### config.mk
export PLATFORM = sky130hd
export DESIGN_NAME = pwm_channel
export DESIGN_NICKNAME = d
export VERILOG_FILES = /design/src/logic/pwm_channel_pkg.sv /design/src/logic/pwm_channel.sv
export VERILOG_INCLUDE_DIRS = /design/src /design/src/logic
export SDC_FILE = /design/constraint.sdc
export NUM_CORES = 1
export LEC_CHECK = 0
export ABC_AREA = 1
export BUFFER_PORTS_ARGS = -buffer_cell sky130_fd_sc_hd__buf_4
export CAP_MARGIN = 20
export CORE_MARGIN = 1.5
export CORE_UTILIZATION = 44
export CTS_CLUSTER_SIZE = 8
export DETAILED_ROUTE_END_ITERATION = 6
export GPL_TIMING_DRIVEN = 0
export PLACE_DENSITY = 0.64
export SLEW_MARGIN = 10
export SYNTH_ARGS = -nofsm -noshare
export SYNTH_HDL_FRONTEND = slang
export SYNTH_SLANG_ARGS = --single-unit
### constraint.sdc
create_clock -name clock_i -period 5.1 [get_ports clock_i]
set_input_delay 1.02 -clock clock_i [delete_from_list [all_inputs] [get_ports clock_i]]
set_output_delay 1.02 -clock clock_i [all_outputs]
set_load 0.01 [all_outputs]
### src/logic/pwm_channel_map.svh
// Constants for the pulse width modulation timer channel.
// Assumes inclusion by bare name from the package and the channel module.
`ifndef PWM_CHANNEL_MAP_SVH
`define PWM_CHANNEL_MAP_SVH

// Count source select codes
`define CLK_SEL_DIV1      3'h0
`define CLK_SEL_DIV2      3'h1
`define CLK_SEL_DIV8      3'h2
`define CLK_SEL_DIV32     3'h3
`define CLK_SEL_SUB32     3'h4

// Divider masks: a tick fires when all masked bits are set
`define DIV_MASK_2        5'h01
`define DIV_MASK_8        5'h07
`define DIV_MASK_32       5'h1F
`define DIV_ZERO          5'h00
`define DIV_ONE           5'h01

// Trigger select codes
`define TRIG_SEL_NONE     2'h0
`define TRIG_SEL_EXT      2'h1
`define TRIG_SEL_INT      2'h2

// Periods in modulator steps, 2^16-1 and 2^8-1
`define PERIOD_16         16'hFFFF
`define PERIOD_8          16'h00FF

// Reset values and small counts
`define RESET_WORD        16'h0000
`define RESET_BYTE        8'h00
`define COUNT_ONE         16'h0001
`define BYTE_ONE          8'h01

// Value returned by a read of the setting register; arbitrary
`define READ_FILL         16'h0000

`endif

### src/logic/pwm_channel_pkg.sv
// Types for the pulse width modulation timer channel.
// Assumes the constants header is on the include path.
`include "pwm_channel_map.svh"

package pwm_channel_pkg;

   typedef enum logic [2:0] {
      ST_IDLE  = 3'h1,
      ST_ARMED = 3'h2,
      ST_RUN   = 3'h4
   } chan_state_t;

   typedef struct packed {
      chan_state_t st;
      logic [4:0]  div_cnt;
      logic [1:0]  sub_sync;
      logic        sub_prev;
      logic [4:0]  sub_cnt;
      logic [1:0]  trig_sync;
      logic        trig_prev;
      logic [15:0] reload;
      logic [15:0] high_cnt;
      logic [15:0] per_cnt;
      logic [7:0]  pre_cnt;
      logic        seen;
      logic        pulse;
      logic        irq;
      logic        running;
      logic [15:0] read_data;
   } chan_regs_t;

endpackage : pwm_channel_pkg
### src/logic/pwm_channel.sv
// One timer channel in pulse width modulation mode, 16-bit or 8-bit.
// Assumes control inputs and neighbour overflow strobes come from logic on
// clock_i; the sub clock and trigger pin are asynchronous and synchronised.
//
// Behaviour
// - Count source: system clock divided by 1, 2, 8, 32, or sub clock by 32.
// - Counter counts down, as an 8-bit or a 16-bit modulator.
// - Each pulse rising edge reloads the setting and counting continues.
// - Triggers arriving while running are ignored.
// - 16-bit: high phase lasts n count-source periods.
// - 16-bit: period fixed at 65535 count-source periods.
// - 8-bit: high phase lasts n times (m+1) periods, n the high byte.
// - 8-bit: period is 255 times (m+1) periods, m the low byte.
// - No trigger selected: start as soon as start flag is set.
// - External trigger: start on flag set and active pin edge.
// - Internal trigger: start on timer B2 or neighbour overflow strobe.
// - Clearing the start flag stops counting and pulse generation.
// - Interrupt request at each falling edge of the pulse.
// - Output pin carries the pulse; input pin serves as trigger.
// - Reads of the setting register return an undefined value.
// - Write while stopped or before first tick loads reload and counter.
// - Write after first tick loads only the reload register.
// - New written width reaches the counter at the next reload.
`include "pwm_channel_map.svh"

module pwm_channel (
   // Clock and reset
   input  wire logic        clock_i,
   input  wire logic        rst_i,
   // Control bits
   input  wire logic        count_start_flag_i,
   input  wire logic        mode_16bit_i,
   input  wire logic [2:0]  clk_sel_i,
   input  wire logic [1:0]  trig_sel_i,
   input  wire logic        trig_falling_i,
   // Setting register access
   input  wire logic        setting_wr_i,
   input  wire logic [15:0] setting_wdata_i,
   output logic      [15:0] setting_rdata_o,
   // Count source and triggers
   input  wire logic        subclk_i,
   input  wire logic        trigger_input_pin_i,
   input  wire logic        tb2_flow_i,
   input  wire logic        prev_flow_i,
   input  wire logic        next_flow_i,
   // Outputs
   output logic             pulse_output_pin_o,
   output logic             irq_o,
   output logic             running_o
);

   pwm_channel_pkg::chan_regs_t r_q;
   pwm_channel_pkg::chan_regs_t r_d;

   // High-phase step count from a setting value
   function automatic logic [15:0] high_of(input logic m16, input logic [15:0] v);
      high_of = m16 ? v : {8'h00, v[15:8]};
   endfunction : high_of

   // Prescaler reload from a setting value; 16-bit mode has none
   function automatic logic [7:0] pre_of(input logic m16, input logic [15:0] v);
      pre_of = m16 ? `RESET_BYTE : v[7:0];
   endfunction : pre_of

   // Period in modulator steps for the current width
   function automatic logic [15:0] period_of(input logic m16);
      period_of = m16 ? `PERIOD_16 : `PERIOD_8;
   endfunction : period_of

   logic        tick;
   logic        step;
   logic        sub_rise;
   logic        pin_edge;
   logic        trig_hit;
   logic [15:0] new_high;
   logic        reload_now;

   always_comb begin
      r_d = r_q;
      tick = 1'b0;
      step = 1'b0;
      sub_rise = 1'b0;
      pin_edge = 1'b0;
      trig_hit = 1'b0;
      new_high = high_of(mode_16bit_i, r_q.reload);
      reload_now = 1'b0;

      // Synchronisers; only the second stage feeds logic
      r_d.sub_sync = {r_q.sub_sync[0], subclk_i};
      r_d.sub_prev = r_q.sub_sync[1];
      r_d.trig_sync = {r_q.trig_sync[0], trigger_input_pin_i};
      r_d.trig_prev = r_q.trig_sync[1];
      sub_rise = r_q.sub_sync[1] & ~r_q.sub_prev;

      pin_edge = trig_falling_i ? (r_q.trig_prev & ~r_q.trig_sync[1])
                                : (r_q.trig_sync[1] & ~r_q.trig_prev);

      r_d.div_cnt = r_q.div_cnt + `DIV_ONE;
      if (sub_rise) begin
         r_d.sub_cnt = r_q.sub_cnt + `DIV_ONE;
      end
      case (clk_sel_i)
         `CLK_SEL_DIV1: begin
            tick = 1'b1;
         end
         `CLK_SEL_DIV2: begin
            tick = (r_q.div_cnt & `DIV_MASK_2) == `DIV_MASK_2;
         end
         `CLK_SEL_DIV8: begin
            tick = (r_q.div_cnt & `DIV_MASK_8) == `DIV_MASK_8;
         end
         `CLK_SEL_DIV32: begin
            tick = (r_q.div_cnt & `DIV_MASK_32) == `DIV_MASK_32;
         end
         `CLK_SEL_SUB32: begin
            tick = sub_rise && (r_q.sub_cnt == `DIV_MASK_32);
         end
         default: begin
            tick = 1'b0;
         end
      endcase

      // Trigger selection
      case (trig_sel_i)
         `TRIG_SEL_EXT: begin
            trig_hit = pin_edge;
         end
         `TRIG_SEL_INT: begin
            trig_hit = tb2_flow_i | prev_flow_i | next_flow_i;
         end
         default: begin
            trig_hit = 1'b0;
         end
      endcase

      // Read gives a fixed filler, never the live count
      r_d.read_data = `READ_FILL;
      r_d.irq = 1'b0;

      case (r_q.st)
         pwm_channel_pkg::ST_IDLE: begin
            r_d.pulse = 1'b0;
            r_d.seen = 1'b0;
            r_d.running = 1'b0;
            if (count_start_flag_i) begin
               if (trig_sel_i == `TRIG_SEL_NONE) begin
                  r_d.st = pwm_channel_pkg::ST_RUN;
                  r_d.running = 1'b1;
                  r_d.pulse = new_high != `RESET_WORD;
                  r_d.high_cnt = new_high;
                  r_d.per_cnt = period_of(mode_16bit_i);
                  r_d.pre_cnt = pre_of(mode_16bit_i, r_q.reload);
               end else begin
                  r_d.st = pwm_channel_pkg::ST_ARMED;
               end
            end
         end
         pwm_channel_pkg::ST_ARMED: begin
            r_d.pulse = 1'b0;
            r_d.seen = 1'b0;
            if (!count_start_flag_i) begin
               r_d.st = pwm_channel_pkg::ST_IDLE;
            end else if (trig_hit) begin
               r_d.st = pwm_channel_pkg::ST_RUN;
               r_d.running = 1'b1;
               r_d.pulse = new_high != `RESET_WORD;
               r_d.high_cnt = new_high;
               r_d.per_cnt = period_of(mode_16bit_i);
               r_d.pre_cnt = pre_of(mode_16bit_i, r_q.reload);
            end
         end
         pwm_channel_pkg::ST_RUN: begin
            // Triggers are not looked at here
            if (!count_start_flag_i) begin
               r_d.st = pwm_channel_pkg::ST_IDLE;
               r_d.running = 1'b0;
               r_d.pulse = 1'b0;
               r_d.seen = 1'b0;
            end else if (tick) begin
               r_d.seen = 1'b1;
               // Prescaler stretches each step by m+1 ticks
               if (mode_16bit_i || r_q.pre_cnt == `RESET_BYTE) begin
                  step = 1'b1;
                  r_d.pre_cnt = pre_of(mode_16bit_i, r_q.reload);
               end else begin
                  r_d.pre_cnt = r_q.pre_cnt - `BYTE_ONE;
               end
            end
            if (count_start_flag_i && step) begin
               if (r_q.high_cnt != `RESET_WORD) begin
                  r_d.high_cnt = r_q.high_cnt - `COUNT_ONE;
               end
               // Output falls when the high count expires
               if (r_q.high_cnt == `COUNT_ONE) begin
                  r_d.pulse = 1'b0;
               end
               // Fixed period, 2^16-1 or 2^8-1 steps
               r_d.per_cnt = r_q.per_cnt - `COUNT_ONE;
               reload_now = r_q.per_cnt == `COUNT_ONE;
            end
            if (reload_now) begin
               // Rising edge reloads and counting carries on
               // Period restarts in the current width
               r_d.per_cnt = period_of(mode_16bit_i);
               r_d.high_cnt = new_high;
               r_d.pulse = new_high != `RESET_WORD;
            end
         end
         default: begin
            r_d.st = pwm_channel_pkg::ST_IDLE;
            r_d.pulse = 1'b0;
            r_d.running = 1'b0;
            r_d.seen = 1'b0;
         end
      endcase

      // Setting register write
      if (setting_wr_i) begin
         r_d.reload = setting_wdata_i;
         // Before the first tick the counter follows the write
         if (r_q.st != pwm_channel_pkg::ST_RUN || !r_q.seen) begin
            r_d.high_cnt = high_of(mode_16bit_i, setting_wdata_i);
            r_d.pre_cnt = pre_of(mode_16bit_i, setting_wdata_i);
            if (r_q.st == pwm_channel_pkg::ST_RUN) begin
               r_d.pulse = high_of(mode_16bit_i, setting_wdata_i) != `RESET_WORD;
            end
         end
         // After the first tick only the reload register changes
      end

      r_d.irq = r_q.pulse & ~r_d.pulse;
   end

   always_ff @(posedge clock_i or posedge rst_i) begin
      if (rst_i) begin
         r_q.st <= pwm_channel_pkg::ST_IDLE;
         r_q.div_cnt <= `DIV_ZERO;
         r_q.sub_sync <= 2'h0;
         r_q.sub_prev <= 1'b0;
         r_q.sub_cnt <= `DIV_ZERO;
         r_q.trig_sync <= 2'h0;
         r_q.trig_prev <= 1'b0;
         r_q.reload <= `RESET_WORD;
         r_q.high_cnt <= `RESET_WORD;
         r_q.per_cnt <= `RESET_WORD;
         r_q.pre_cnt <= `RESET_BYTE;
         r_q.seen <= 1'b0;
         r_q.pulse <= 1'b0;
         r_q.irq <= 1'b0;
         r_q.running <= 1'b0;
         r_q.read_data <= `READ_FILL;
      end else begin
         r_q <= r_d;
      end
   end

   assign pulse_output_pin_o = r_q.pulse;
   assign irq_o = r_q.irq;
   assign running_o = r_q.running;
   assign setting_rdata_o = r_q.read_data;

endmodule : pwm_channel

==> flow_summary.toml <==
[outcome]
status = "finished, final reports clean"

[setup_path]
crit_type = "in2reg"
worst_ep_required_time_ps = 5340
cp_max_fo = 10
cp_startpoint_kind = "input pin"
cp_data_arrival_time_ps = 2960
critPathCaptureType = "flop"

[logic_synthesis]
ys_seq_elements = 79
netlist_top_cells_area = "dfrtp_1, nand2_1, o21ai_0"
synth_area_per_cell_um2 = 6.43
postSynth.asyncResetShare_pct = 100
cell_area_synth_um2 = 6450
yosys_warnings = 0
ys_seq_area_share_pct = 30.7
synthDominantAreaCellType = "dfrtp_1"
yosys.area.top_type_share_pct = 30.2
synth-edff-count = 0
synth.lib_cells_used.distinct = 47
synthCells = 1003
synth_flop_cell = "dfrtp_1"

[clocking]
cts.root.buffer_cell = "clkbuf_16"
cts-hold-fix-buffers = 0
cts.sinks = 79
cts_tree = "done"
tritoncts.num_buffers = 9
cts-root-to-sink-buffers = 2
clock_insertion_delay_worst_skew_ps = 360
clk_pin_slew_ps = 70
htree_num_levels = 3
post-cts-setup-buffer-count = 0
ctsResizeCount = 0

[placed_design]
hpwlAfterDp_um = 15400
placement.io_buffers = 31
finalWeightedCongestion = 0.985

[timing]
timing_worst_slew_pin_value_ps = 651
hold_viol = 0
unrepaired_setup_endpoints_after_global_routing = "false"
period_utilization_pct = 53.5
final_period_minus_worst_setup_slack_ps = 2730
tns_ps = 0
hold-worst-slack_ps = 354
setup_violations = 0
max_slew_margin_pct = 56.6
clock-skew-final_ps = 6.71
drv_slew = 0
max_freq_ghz = 0.367

[global_routing]
grt_max_degree = 48
grt_first_pass_wirelength_um = 31800
grt-ovfl-total = 0
via_count_of_the_first_global_routing_pass = 6072
grt.total_usage_pct = 27.2
grt_antenna_before_repair = 0

[finish]
finish.net_count = 1108
layout-area-overhead-vs-synth_pct = 13.8
layout.filler_cells = 1524
final_util_pct = 50.9
antenna_cells = 0
layout_common_cells = "nand2_1, inv_1, o21ai_0"
mostFrequentLayoutCell = "nand2_1"
fraction_of_layout_cells_with_a_size_suffix_above_1_pct = 11.6

[route]
vias = 6608
first_pass_iters = 5
routed_vias_inst = 5.29
detail_route.drc_violations = 0
route.antenna.remaining_nets = 0
total_wirelength_of_the_detailed_routed_design_um = 19900
detailed_router_s_first_iteration_violation_count = 572
wire_per_inst_um = 15.9

[power]
p_leak_nw = 3.74
ir_worst_vdd_mv = 0.185
power_density_nw_per_um2 = 407

[floorplanning]
die-area_um2 = 15400
placementRows = 44
horizontal_die_dimension_um = 124
io_pins = 51
chipHeight_um = 124
coreArea_um2 = 14400
initial_core_utilization_pct = 44.7

[hold_path]
hold_path.class = "reg2reg"

[job]
timing.max_cap.violations = 0
-- synth_stat cells, types with 3 or more instances --
cell,instances
nand2_1,278
inv_1,129
o21ai_0,102
nand3_1,83
nor2_1,81
dfrtp_1,78
a21oi_1,52
buf_4,19
xor2_1,16
clkbuf_1,15
ha_1,15
inv_2,13
buf_2,12
nand3b_1,12
nand4_1,12
nor3_1,10
nor2_2,8
o211ai_1,7
a22oi_1,6
nand2_2,5
a32oi_1,4
or2_0,4
or2_2,4
nor2_4,3
nor3_4,3
nor4_1,3
xnor2_1,3
-- layer usage --
metal	part of all wire, %	routed length (um)	global-route usage, %
met2	45	9000	43.0
met5	0	0	0
met4	3.3	666	11.1
met1	45	8970	36.9
met3	6.3	1260	4.58
-- where the power goes --
part           total [mW]  internal [mW]  leakage [nW]  switching [mW]
Sequential          0.945          0.779         0.936           0.166
Clock               0.753          0.452         0.167           0.301
Combinational        1.29          0.439          2.64           0.848
-- stage by stage --
step                      total power [mW]  worst slack (ps)  instances  area [um^2]
after floorplan                       1.85              2060       1018         6510
after global placement                2.20               891       1233         6970
after detailed placement              2.21              2030       1234         7000
after CTS                             2.97              2400       1250         7340
after global routing                  3.21              2180       1250         7340
final                                 2.99              2370       1250         7340
-- path summary, 6_finish.rpt --
| path | from | end | slack [ps] | cells past startpoint |
|---|---|---|---|---|
| worst max-delay path | trig_sel_i[0] | r_q[55] | 2370 | 16 |
| worst min-delay path | r_d[86] | r_d[84] | 350 | 0 |
| worst max register to register | r_q[87] | pulse_output_pin_o | 2500 | 16 |
| worst min register to register | r_d[86] | r_d[84] | 350 | 0 |
| max in group asynchronous | rst_i | r_q[92] | 3800 | 3 |
| min in group asynchronous | rst_i | r_d[78] | 670 | 2 |
-- logic make-up after synthesis --
family          after synthesis  share of synthesized area (%)
fa+ha+maj                    15                           2.91
xor+xnor                     19                           2.58
buf+inv                     194                           12.9
other cells                   1                         0.0581
simple gates                511                           35.4
compound gates              184                           15.5
flops                        79                           30.7
-- cell type report --
cell class                 instances  area, um^2  area share, %
timing repair buffer              32         260           3.54
buffer                            50         289           3.94
multi-input combinational        745        3700           50.4
tap                              184         230           3.14
clock buffer                      10         239           3.25
clock inverter                     6         100           1.36
inverter                         144         546           7.43
sequential                        79        1980           26.9
-- registers in the layout, indices dropped and copies added, names as in the netlist --
register,count
running_o,1
r_q,72
irq_o,1
r_d,4
pulse_output_pin_o,1
-- worst max-delay path: stages --
cell     delay (ps)
buf_4            90
inv_1            50
ha_1            190
nand2_1          60
nand2_1         120
nand3_1         140
buf_4           190
inv_1           100
nand2_1          90
nand2_1         160
inv_1           270
nand2_1         190
nand2_1          90
nand2_1          50
nor2_1          100
nor2_1           40
Power figures use the tool's default switching activity.
